File: config.mk
export PLATFORM = sky130hd
export DESIGN_NAME = sram_addr_ctrl
export DESIGN_NICKNAME = d
export VERILOG_FILES = /design/src/hdl/sram_burst_pkg.sv /design/src/hdl/wbuf_fifo.sv /design/src/hdl/sram_addr_ctrl.sv
export SDC_FILE = /design/constraint.sdc
export NUM_CORES = 1
export LEC_CHECK = 0
export ABC_CLOCK_PERIOD_IN_PS = 7700
export BUFFER_PORTS_ARGS = -buffer_cell sky130_fd_sc_hd__buf_2
export CORE_UTILIZATION = 50
export CTS_CLUSTER_SIZE = 28
export DETAILED_ROUTE_END_ITERATION = 6
export PLACE_DENSITY = 0.7
export SETUP_SLACK_MARGIN = 0.02
export SLEW_MARGIN = 0
export SYNTH_ARGS = -nofsm -noshare
export SYNTH_HDL_FRONTEND = slang
export SYNTH_SLANG_ARGS = --single-unit
File: constraint.sdc
create_clock -name core_clk_i -period 7.7 [get_ports core_clk_i]
set_clock_uncertainty 0.05 [all_clocks]
set_input_delay 1.54 -clock core_clk_i [delete_from_list [all_inputs] [get_ports core_clk_i]]
set_output_delay 1.54 -clock core_clk_i [all_outputs]
set_load 0.005 [all_outputs]
File: src/hdl/sram_burst_pkg.sv
/*
 * Shared constants for the burst SRAM address front end: widths, lane layout,
 * burst counter steps and order, write buffer depth, reset values and the access state type.
 * Assumes a single 100 MHz clock and the 64K x 36 organisation.
 */
package sram_burst_pkg;
	localparam int ADDR_W = 16; // Word address width
	localparam int LANES = 4; // Byte lanes on the data bus
	localparam int LANE_W = 8; // Data bits per lane
	localparam int PAR_BASE = LANES * LANE_W; // Parity bits sit above the data bytes
	localparam int DATA_W = PAR_BASE + LANES; // Data plus one parity bit per lane
	localparam int WCMD_W = LANES + ADDR_W + DATA_W; // Buffered write: enables, address, data
	localparam int WBUF_DEPTH = 16; // Write buffer depth in words
	localparam logic [1:0] BEAT_FIRST = 2'h0; // Burst beat count after a load
	localparam logic [1:0] BEAT_STEP = 2'h1; // One advance of the 2-bit counter
	localparam logic ORDER_LINEAR = 1'h0; // Burst order input low
	localparam logic [ADDR_W-1:0] ADDR_RST = 16'h0000; // Address after reset
	localparam logic [DATA_W-1:0] DATA_RST = 36'h000000000; // Data registers after reset

	// Access state of the front end
	typedef enum logic [1:0] {
		idle_s,
		burst_s,
		pdown_s
	} access_state_t;

	// Low two address bits for a beat: linear adds, interleaved XORs
	function automatic logic [1:0] beat_low(input logic [1:0] start, input logic [1:0] beat,
		input logic order);
		beat_low = (order == ORDER_LINEAR) ? 2'(start + beat) : (start ^ beat);
	endfunction : beat_low
endpackage : sram_burst_pkg

File: src/hdl/wbuf_fifo.sv
/*
 * Synchronous FIFO with valid/ready on both sides and registered output stage.
 * Assumes one clock and an active-low asynchronous reset.
 */
`timescale 1ns/1ps
module wbuf_fifo #(
	parameter int WIDTH = 8,
	parameter int DEPTH = 16
) (
	input wire logic core_clk_i,
	input wire logic rst_n_i,
	input wire logic in_valid_i,
	output logic in_ready_o,
	input wire logic [WIDTH-1:0] in_data_i,
	output logic out_valid_o,
	input wire logic out_ready_i,
	output logic [WIDTH-1:0] out_data_o
);
	localparam int PW = $clog2(DEPTH); // Pointer width
	logic [WIDTH-1:0] mem_q [DEPTH]; // Storage array
	logic [PW-1:0] wp_q; // Write pointer
	logic [PW-1:0] rp_q; // Read pointer
	logic [PW:0] count_q; // Words held in the array
	logic push; // Word accepted
	logic pop; // Word moved to the output stage

	assign push = in_valid_i && in_ready_o;
	assign pop = (count_q != '0) && (!out_valid_o || out_ready_i);

	// Array write; no reset so it maps onto RAM
	always_ff @(posedge core_clk_i) begin
		if (push) begin
			mem_q[wp_q] <= in_data_i;
		end
	end

	// Pointers, count and a registered full flag
	always_ff @(posedge core_clk_i or negedge rst_n_i) begin
		if (!rst_n_i) begin
			wp_q <= '0;
			rp_q <= '0;
			count_q <= '0;
			in_ready_o <= 1'b1;
		end else begin
			if (push) begin
				wp_q <= PW'(wp_q + 1'b1);
			end
			if (pop) begin
				rp_q <= PW'(rp_q + 1'b1);
			end
			count_q <= (PW + 1)'(count_q + push - pop);
			in_ready_o <= ((PW + 1)'(count_q + push - pop)) != (PW + 1)'(DEPTH);
		end
	end

	// Output stage keeps the drain side registered
	always_ff @(posedge core_clk_i or negedge rst_n_i) begin
		if (!rst_n_i) begin
			out_valid_o <= 1'b0;
			out_data_o <= '0;
		end else if (pop) begin
			out_valid_o <= 1'b1;
			out_data_o <= mem_q[rp_q];
		end else if (out_ready_i) begin
			out_valid_o <= 1'b0;
		end
	end
endmodule : wbuf_fifo

File: src/hdl/sram_addr_ctrl.sv
/*
 * Address-start and burst sequencing front end of a pipelined burst SRAM,
 * 64K x 36 organisation, with a write buffer toward the array.
 * Assumes all pins are synchronous to core_clk_i; the array answers a read
 * one cycle after mem_rd_o and drains writes through mem_w*.
 */
// Contract
// - Either strobe low aborts burst, loads address (processor strobe only with primary select low)
// - Processor strobe with enables reads new address
// - Processor strobe start ignores write controls
// - Processor strobe ignored when primary select high
// - Processor strobe, secondary enables off: power-down
// - Controller strobe, select low: read or write
// - Controller strobe, select high: deselect power-down
// - Order input low linear, high interleaved
// - Data bus split into four byte lanes
// - One parity bit per lane
// - Interleaved beats XOR low bits 01,10,11
// - Linear beats add one, wrap modulo four
// - Advance low steps, high holds address
// - Write if global or gate plus lane
// - Enables sampled only on address loads
`timescale 1ns/1ps
module sram_addr_ctrl (
	input wire logic core_clk_i,
	input wire logic rst_n_i,
	input wire logic [sram_burst_pkg::ADDR_W-1:0] addr_i,
	input wire logic proc_addr_strobe_n_i,
	input wire logic ctrl_addr_strobe_n_i,
	input wire logic chip_sel_n_i,
	input wire logic chip_sel_hi_i,
	input wire logic chip_sel_lo2_n_i,
	input wire logic burst_advance_n_i,
	input wire logic burst_order_i,
	input wire logic global_write_n_i,
	input wire logic byte_write_gate_n_i,
	input wire logic lane0_write_n_i,
	input wire logic lane1_write_n_i,
	input wire logic lane2_write_n_i,
	input wire logic lane3_write_n_i,
	input wire logic [sram_burst_pkg::LANE_W-1:0] lane0_in_i,
	input wire logic [sram_burst_pkg::LANE_W-1:0] lane1_in_i,
	input wire logic [sram_burst_pkg::LANE_W-1:0] lane2_in_i,
	input wire logic [sram_burst_pkg::LANE_W-1:0] lane3_in_i,
	input wire logic lane0_parity_in_i,
	input wire logic lane1_parity_in_i,
	input wire logic lane2_parity_in_i,
	input wire logic lane3_parity_in_i,
	output logic [sram_burst_pkg::LANE_W-1:0] lane0_out_o,
	output logic [sram_burst_pkg::LANE_W-1:0] lane1_out_o,
	output logic [sram_burst_pkg::LANE_W-1:0] lane2_out_o,
	output logic [sram_burst_pkg::LANE_W-1:0] lane3_out_o,
	output logic lane0_parity_out_o,
	output logic lane1_parity_out_o,
	output logic lane2_parity_out_o,
	output logic lane3_parity_out_o,
	output logic data_oe_o,
	output logic powerdown_o,
	output logic [sram_burst_pkg::ADDR_W-1:0] mem_addr_o,
	output logic mem_rd_o,
	input wire logic [sram_burst_pkg::DATA_W-1:0] mem_rdata_i,
	output logic wbuf_ready_o,
	output logic mem_wvalid_o,
	input wire logic mem_wready_i,
	output logic [sram_burst_pkg::WCMD_W-1:0] mem_wcmd_o
);
	import sram_burst_pkg::*;

	access_state_t state_q; // Idle, bursting or powered down
	logic [ADDR_W-1:0] base_q; // Externally loaded start address
	logic [1:0] beat_q; // Burst counter, two bits so it wraps by itself
	logic rd_pipe_q; // Read issued last cycle, data due now
	logic [DATA_W-1:0] rdata_q; // Read data driven onto the lanes
	logic [LANES-1:0] lane_wr; // Lanes picked for a write
	logic is_write; // Cycle decodes as a write
	logic proc_start; // Processor strobe that counts
	logic load; // New external address this cycle
	logic enabled; // All three enables active
	logic cont; // Burst continuation cycle
	logic [1:0] beat_d; // Counter after this cycle
	logic [ADDR_W-1:0] acc_addr; // Address of this cycle's access
	logic acc_rd; // Read performed this cycle
	logic acc_wr; // Write performed this cycle
	logic [DATA_W-1:0] wdata; // Lanes gathered into one word

	// Decode of the strobes and enables
	always_comb begin
		proc_start = !proc_addr_strobe_n_i && !chip_sel_n_i;
		load = proc_start || !ctrl_addr_strobe_n_i;
		enabled = !chip_sel_n_i && chip_sel_hi_i && !chip_sel_lo2_n_i;
		cont = !load && (state_q == burst_s);
		lane_wr = {!lane3_write_n_i, !lane2_write_n_i, !lane1_write_n_i, !lane0_write_n_i};
		// Global write covers every lane; otherwise the gate qualifies lanes
		if (!global_write_n_i) begin
			lane_wr = '1;
		end else if (byte_write_gate_n_i) begin
			lane_wr = '0;
		end
		is_write = lane_wr != '0;
	end

	// Counter and access decode for this cycle
	always_comb begin
		beat_d = beat_q;
		acc_addr = {base_q[ADDR_W-1:2], beat_low(base_q[1:0], beat_q, burst_order_i)};
		acc_rd = 1'b0;
		acc_wr = 1'b0;
		if (load) begin
			beat_d = BEAT_FIRST;
			acc_addr = addr_i;
			if (proc_start) begin
				acc_rd = enabled;
			end else begin
				acc_rd = enabled && !is_write;
				acc_wr = enabled && is_write;
			end
		end else if (cont) begin
			// Advance low steps; the 2-bit counter keeps upper bits fixed
			if (!burst_advance_n_i) begin
				beat_d = 2'(beat_q + BEAT_STEP);
			end
			acc_addr = {base_q[ADDR_W-1:2], beat_low(base_q[1:0], beat_d, burst_order_i)};
			acc_rd = !is_write;
			acc_wr = is_write;
		end
	end

	// Access state: loads qualify enables, continuation ignores them
	always_ff @(posedge core_clk_i or negedge rst_n_i) begin
		if (!rst_n_i) begin
			state_q <= idle_s;
		end else begin
			case (state_q)
				idle_s, burst_s, pdown_s: begin
					if (load) begin
						state_q <= enabled ? burst_s : pdown_s;
					end
				end
				default: begin
					state_q <= idle_s;
				end
			endcase
		end
	end

	// Start address and burst counter
	always_ff @(posedge core_clk_i or negedge rst_n_i) begin
		if (!rst_n_i) begin
			base_q <= ADDR_RST;
			beat_q <= BEAT_FIRST;
		end else begin
			if (load) begin
				base_q <= addr_i;
			end
			beat_q <= beat_d;
		end
	end

	// Array-side read request and address, plus power-down flag
	always_ff @(posedge core_clk_i or negedge rst_n_i) begin
		if (!rst_n_i) begin
			mem_addr_o <= ADDR_RST;
			mem_rd_o <= 1'b0;
			powerdown_o <= 1'b1;
		end else begin
			mem_addr_o <= acc_addr;
			mem_rd_o <= acc_rd;
			if (load) begin
				powerdown_o <= !enabled;
			end
		end
	end

	// Read data returns one cycle after the request and drives the lanes
	always_ff @(posedge core_clk_i or negedge rst_n_i) begin
		if (!rst_n_i) begin
			rd_pipe_q <= 1'b0;
			rdata_q <= DATA_RST;
			data_oe_o <= 1'b0;
		end else begin
			rd_pipe_q <= mem_rd_o;
			data_oe_o <= rd_pipe_q;
			if (rd_pipe_q) begin
				rdata_q <= mem_rdata_i;
			end
		end
	end

	// Lane and parity slices of the read word
	assign lane0_out_o = rdata_q[0*LANE_W +: LANE_W];
	assign lane1_out_o = rdata_q[1*LANE_W +: LANE_W];
	assign lane2_out_o = rdata_q[2*LANE_W +: LANE_W];
	assign lane3_out_o = rdata_q[3*LANE_W +: LANE_W];
	assign lane0_parity_out_o = rdata_q[PAR_BASE + 0];
	assign lane1_parity_out_o = rdata_q[PAR_BASE + 1];
	assign lane2_parity_out_o = rdata_q[PAR_BASE + 2];
	assign lane3_parity_out_o = rdata_q[PAR_BASE + 3];
	assign wdata = {lane3_parity_in_i, lane2_parity_in_i, lane1_parity_in_i, lane0_parity_in_i,
		lane3_in_i, lane2_in_i, lane1_in_i, lane0_in_i};

	// Writes are buffered; a full buffer drops the write, so watch wbuf_ready_o
	wbuf_fifo #(
		.WIDTH(WCMD_W),
		.DEPTH(WBUF_DEPTH)
	) u_wbuf (
		.core_clk_i(core_clk_i),
		.rst_n_i(rst_n_i),
		.in_valid_i(acc_wr),
		.in_ready_o(wbuf_ready_o),
		.in_data_i({lane_wr, acc_addr, wdata}),
		.out_valid_o(mem_wvalid_o),
		.out_ready_i(mem_wready_i),
		.out_data_o(mem_wcmd_o)
	);

	a_proc_read_start: assert property (@(posedge core_clk_i) disable iff (!rst_n_i)
		(proc_start && enabled) |=> (mem_rd_o && mem_addr_o == $past(addr_i))) else $error("read start missed");
	a_proc_no_write: assert property (@(posedge core_clk_i) disable iff (!rst_n_i)
		proc_start |-> !acc_wr) else $error("write on processor start");
	a_proc_strobe_ignored: assert property (@(posedge core_clk_i) disable iff (!rst_n_i)
		(chip_sel_n_i && ctrl_addr_strobe_n_i) |=> $stable(base_q)) else $error("ignored strobe loaded");
	a_proc_pdown_entry: assert property (@(posedge core_clk_i) disable iff (!rst_n_i)
		(proc_start && (!chip_sel_hi_i || chip_sel_lo2_n_i)) |=> (powerdown_o && !mem_rd_o))
		else $error("no power-down");
	a_ctrl_access: assert property (@(posedge core_clk_i) disable iff (!rst_n_i)
		(!ctrl_addr_strobe_n_i && !proc_start && enabled && !is_write) |=> mem_rd_o ##1 rd_pipe_q)
		else $error("controller read missed");
	a_ctrl_deselect: assert property (@(posedge core_clk_i) disable iff (!rst_n_i)
		(!ctrl_addr_strobe_n_i && chip_sel_n_i) |=> (powerdown_o && state_q == pdown_s))
		else $error("no deselect");
	a_linear_step: assert property (@(posedge core_clk_i) disable iff (!rst_n_i)
		(cont && !burst_advance_n_i && burst_order_i == ORDER_LINEAR)
		|=> mem_addr_o[1:0] == 2'($past(base_q[1:0]) + $past(beat_q) + 2'h1)) else $error("linear step wrong");
	a_interleave_step: assert property (@(posedge core_clk_i) disable iff (!rst_n_i)
		(cont && !burst_advance_n_i && burst_order_i != ORDER_LINEAR)
		|=> mem_addr_o[1:0] == ($past(base_q[1:0]) ^ 2'($past(beat_q) + 2'h1))) else $error("interleave wrong");
	a_advance_hold: assert property (@(posedge core_clk_i) disable iff (!rst_n_i)
		(cont && burst_advance_n_i) ##1 (cont && burst_advance_n_i) |=> $stable(mem_addr_o))
		else $error("address moved on hold");
	a_group_wrap: assert property (@(posedge core_clk_i) disable iff (!rst_n_i)
		cont |=> mem_addr_o[ADDR_W-1:2] == $past(base_q[ADDR_W-1:2])) else $error("burst left group");
	a_write_decode: assert property (@(posedge core_clk_i) disable iff (!rst_n_i)
		(cont && global_write_n_i && byte_write_gate_n_i) |=> mem_rd_o) else $error("gate ignored");
endmodule : sram_addr_ctrl

==> impl_metrics.ini <==
[placement]
io_buffers = 216
post-dp-hpwl_um = 44700
place_congestion = 0.754

[grt]
antenna_found_initial = 2
grt_max_degree = 86
grt_pass1_vias = 19927
grtUsageTotal_pct = 21.3
grt_pass1_wl_um = 124000
overflow = 0

[cts]
clk_latency_ns = 0.66
clkSinkCount = 1043
clock-root-buffer = clkbuf_16
path_clk_slew_ns = 0.06
cts_tree = yes
tritoncts.num_buffers = 102
clk_path_buf_depth = 3
h-tree-depth = 3
ctsResizeCount = 0
ctsHoldBuffers = 0
post-cts-setup-buffers = 0

[floorplanning]
die_w_um = 282
start_util_pct = 50.6
core_area_um2 = 77600
fp.dieH_um = 282
die_area_um2 = 79600
rows = 102
pin_count = 217

[synth]
synth_area_leaders = edfxtp_1, mux4_2, dfrtp_1
ys_warn_count = 0
synth_compound_area_share_pct = 2.90
syn_inst = 1802
syn_nets = 1920
yosysUniqueCellTypes = 49
synth-xor-area-share_pct = 0.290
synth_top_cell_by_area = edfxtp_1
yosysTopAreaCellShare_pct = 68.6
synthFlopType = edfxtp_1
synth_top_family_by_area = multiplexers
avgSynthCellArea_um2 = 21.8
synth-adder-area-share_pct = 0.466
yosys_register_bits = 1043
synth_edf_count = 896
yosys.area_share.simple_pct = 1.74
synth_mux_area_share_pct = 15.3
synthArstFlopShare_pct = 14.1
ys_seq_area_share_pct = 78.0
synth.cell_area_um2 = 39200

[setup_path]
worstReg2RegStart = u_wbuf.count_q[2]$_DFF_PN0_
crit_buf_inv = 2
critPathLaunchType = primary input
cp.arrival_ns = 4.88
critPathCaptureType = flip-flop
cp_cell_sequence = buf_2, o21a_1, nand2_1, a211oi_4, and3b_1, and2_2, buf_4
max_stage_delay_ns = 0.92
path_max_fanout = 35
crit_slowest_cell = and2_2
crit_type = in -> reg
critPathLaunch = proc_addr_strobe_n_i
crit_family = simple AND/OR/NAND/NOR gates
required_ns = 7.96

[sta]
relSlewSlack_pct = 21.1
fin_crit_ns = 4.62
drv_slew = 0
setup_violations = 0
timing.fmax_mhz = 217
finalHoldViolCount = 0
whs_ns = 0.377
rsz0062_at_grt = no
fin_crit_sh_pct = 60.0
fin_tns_setup_ns = 0
tightest_slew_ns = 1.18

[power]
powerDensity_nw_per_um2 = 340
p_int_w = 0.0111
power_leakage_nw = 14.9
irDropWorstVdd_mv = 0.252
switching_share_pct = 27.2
clkPwrFrac_pct = 32.3
p_seq_share_pct = 45.1
p_switching_w = 0.00414
combPwrFrac_pct = 22.5

[cells_and_area]
areaGrowthSynthToFinish_pct = 14.1
layout.nets = 2170
drive_above_1_share_pct = 34.6
antenna_cells = 0
nFillCells = 5604

[outcome]
violations = design-rule violations
status = complete, but fails checks

[drt]
wire_per_inst_um = 26.0
first_pass_iters = 7
drc_errors = 4
wirelength_um = 82600
antenna_left = 0
via_count = 18800
vias_per_cell = 5.91
drt-initial-drc-count = 1796

[flow_run]
drv_cap = 0

[worst_hold_path]
min-delay-start = mem_rd_o$_DFF_PN0_
hp-class = reg -> reg
==> layout by cell type (no fill, tap or decap), types with 14 or more instances in the layout <==
cell       count
nor2b_1       14
mux2_2        83
o22ai_1      101
nor2_1        16
buf_4         27
buf_2        215
dfrtp_1      141
clkbuf_16    103
nand2_1       52
edfxtp_1     896
clkbuf_1      23
mux4_2       224
clkinv_2      24
a21oi_1       50
==> cell families after synthesis <==
family                     count (synthesis)
and+or+nand+nor                          129
adders and majority gates                 14
DFF                                     1043
xor gates and xnor gates                  13
buffers and inverters                    110
AOI/OAI and AO/OA                        185
muxes                                    308
==> metrics by stage <==
stage	utilization, %	area, um2	setup WS, ns	power (W)	cells
after detailed placement	53.4	41400	2.32	0.0105	2988
after global routing	57.7	44800	2.84	0.0158	3179
after global placement	53.4	41400	2.52	0.0104	2988
final	57.7	44800	3.08	0.0152	3179
after floorplan	-	39200	1.36	0.00937	1802
after CTS	57.7	44800	3.02	0.0153	3179
==> cell type report <==
| cell class | count | area [um2] | share of cell area [%] |
|---|---|---|---|
| Clock inverter | 56 | 547 | 1.22 |
| Inverter | 12 | 47.5 | 0.106 |
| Sequential cell | 1043 | 30600 | 68.3 |
| Multi-Input combinational cell | 649 | 8190 | 18.3 |
| Timing Repair Buffer | 244 | 1310 | 2.93 |
| Tap cell | 1040 | 1300 | 2.91 |
| Clock buffer | 135 | 2790 | 6.22 |
==> path summary, 6_finish.rpt <==
check	end	slack, ns	cells after the start
hold / removal	rd_pipe_q$_DFF_PN0_	0.38	0
setup reg to reg	u_wbuf.in_ready_o$_DFF_PN1_	3.50	15
min in group asynchronous	u_wbuf.out_data_o[14]$_DFFE_PN0P_	0.94	1
max in group asynchronous	mem_rd_o$_DFF_PN0_	5.21	2
setup / recovery	u_wbuf.mem_q[10][54]$_DFFE_PP_	3.08	7
hold reg to reg	rd_pipe_q$_DFF_PN0_	0.38	0
==> Yosys cell counts (9+ instances only) <==
| cell type | count |
|---|---|
| ha_1 | 13 |
| o22ai_1 | 101 |
| dfrtp_1 | 145 |
| nor2b_1 | 14 |
| a2111oi_0 | 11 |
| buf_4 | 9 |
| xnor2_1 | 10 |
| inv_1 | 11 |
| nand2_1 | 52 |
| mux2_2 | 83 |
| edfxtp_1 | 896 |
| o21ai_0 | 14 |
| buf_2 | 40 |
| mux4_2 | 224 |
| nor2_1 | 16 |
| clkbuf_1 | 33 |
| buf_1 | 10 |
| a21oi_1 | 50 |
| nor3_1 | 13 |
==> layer usage <==
layer | GRT usage [%] | share of wire (%)
met5 | 0 | 0.033
met4 | 5.60 | 1.6
met3 | 3.52 | 6.4
met2 | 35.0 | 51
met1 | 29.7 | 41
==> sequential cells by signal (all words and copies together) (netlist names) <==
name                count
base_q                 16
data_oe_o               1
u_wbuf.count_q          5
powerdown_o             1
u_wbuf.rp_q             4
rdata_q                36
rd_pipe_q               1
state_q                 2
beat_q                  2
u_wbuf.in_ready_o       1
mem_rd_o                1
u_wbuf.wp_q             4
u_wbuf.out_data_o      56
mem_addr_o             16
u_wbuf.out_valid_o      1
u_wbuf.mem_q          896
==> power groups by stage <==
stage          Sequential, W  Clock [W]  Combinational [W]
3_5_place_dp         0.00699          0            0.00347
3_3_place_gp         0.00697          0            0.00339
6_report             0.00686    0.00492            0.00342
5_1_grt              0.00691    0.00521            0.00370
2_1_floorplan        0.00674          0            0.00262
4_1_cts              0.00687    0.00499            0.00348
Note: power is estimated with default switching activity, not from simulation.
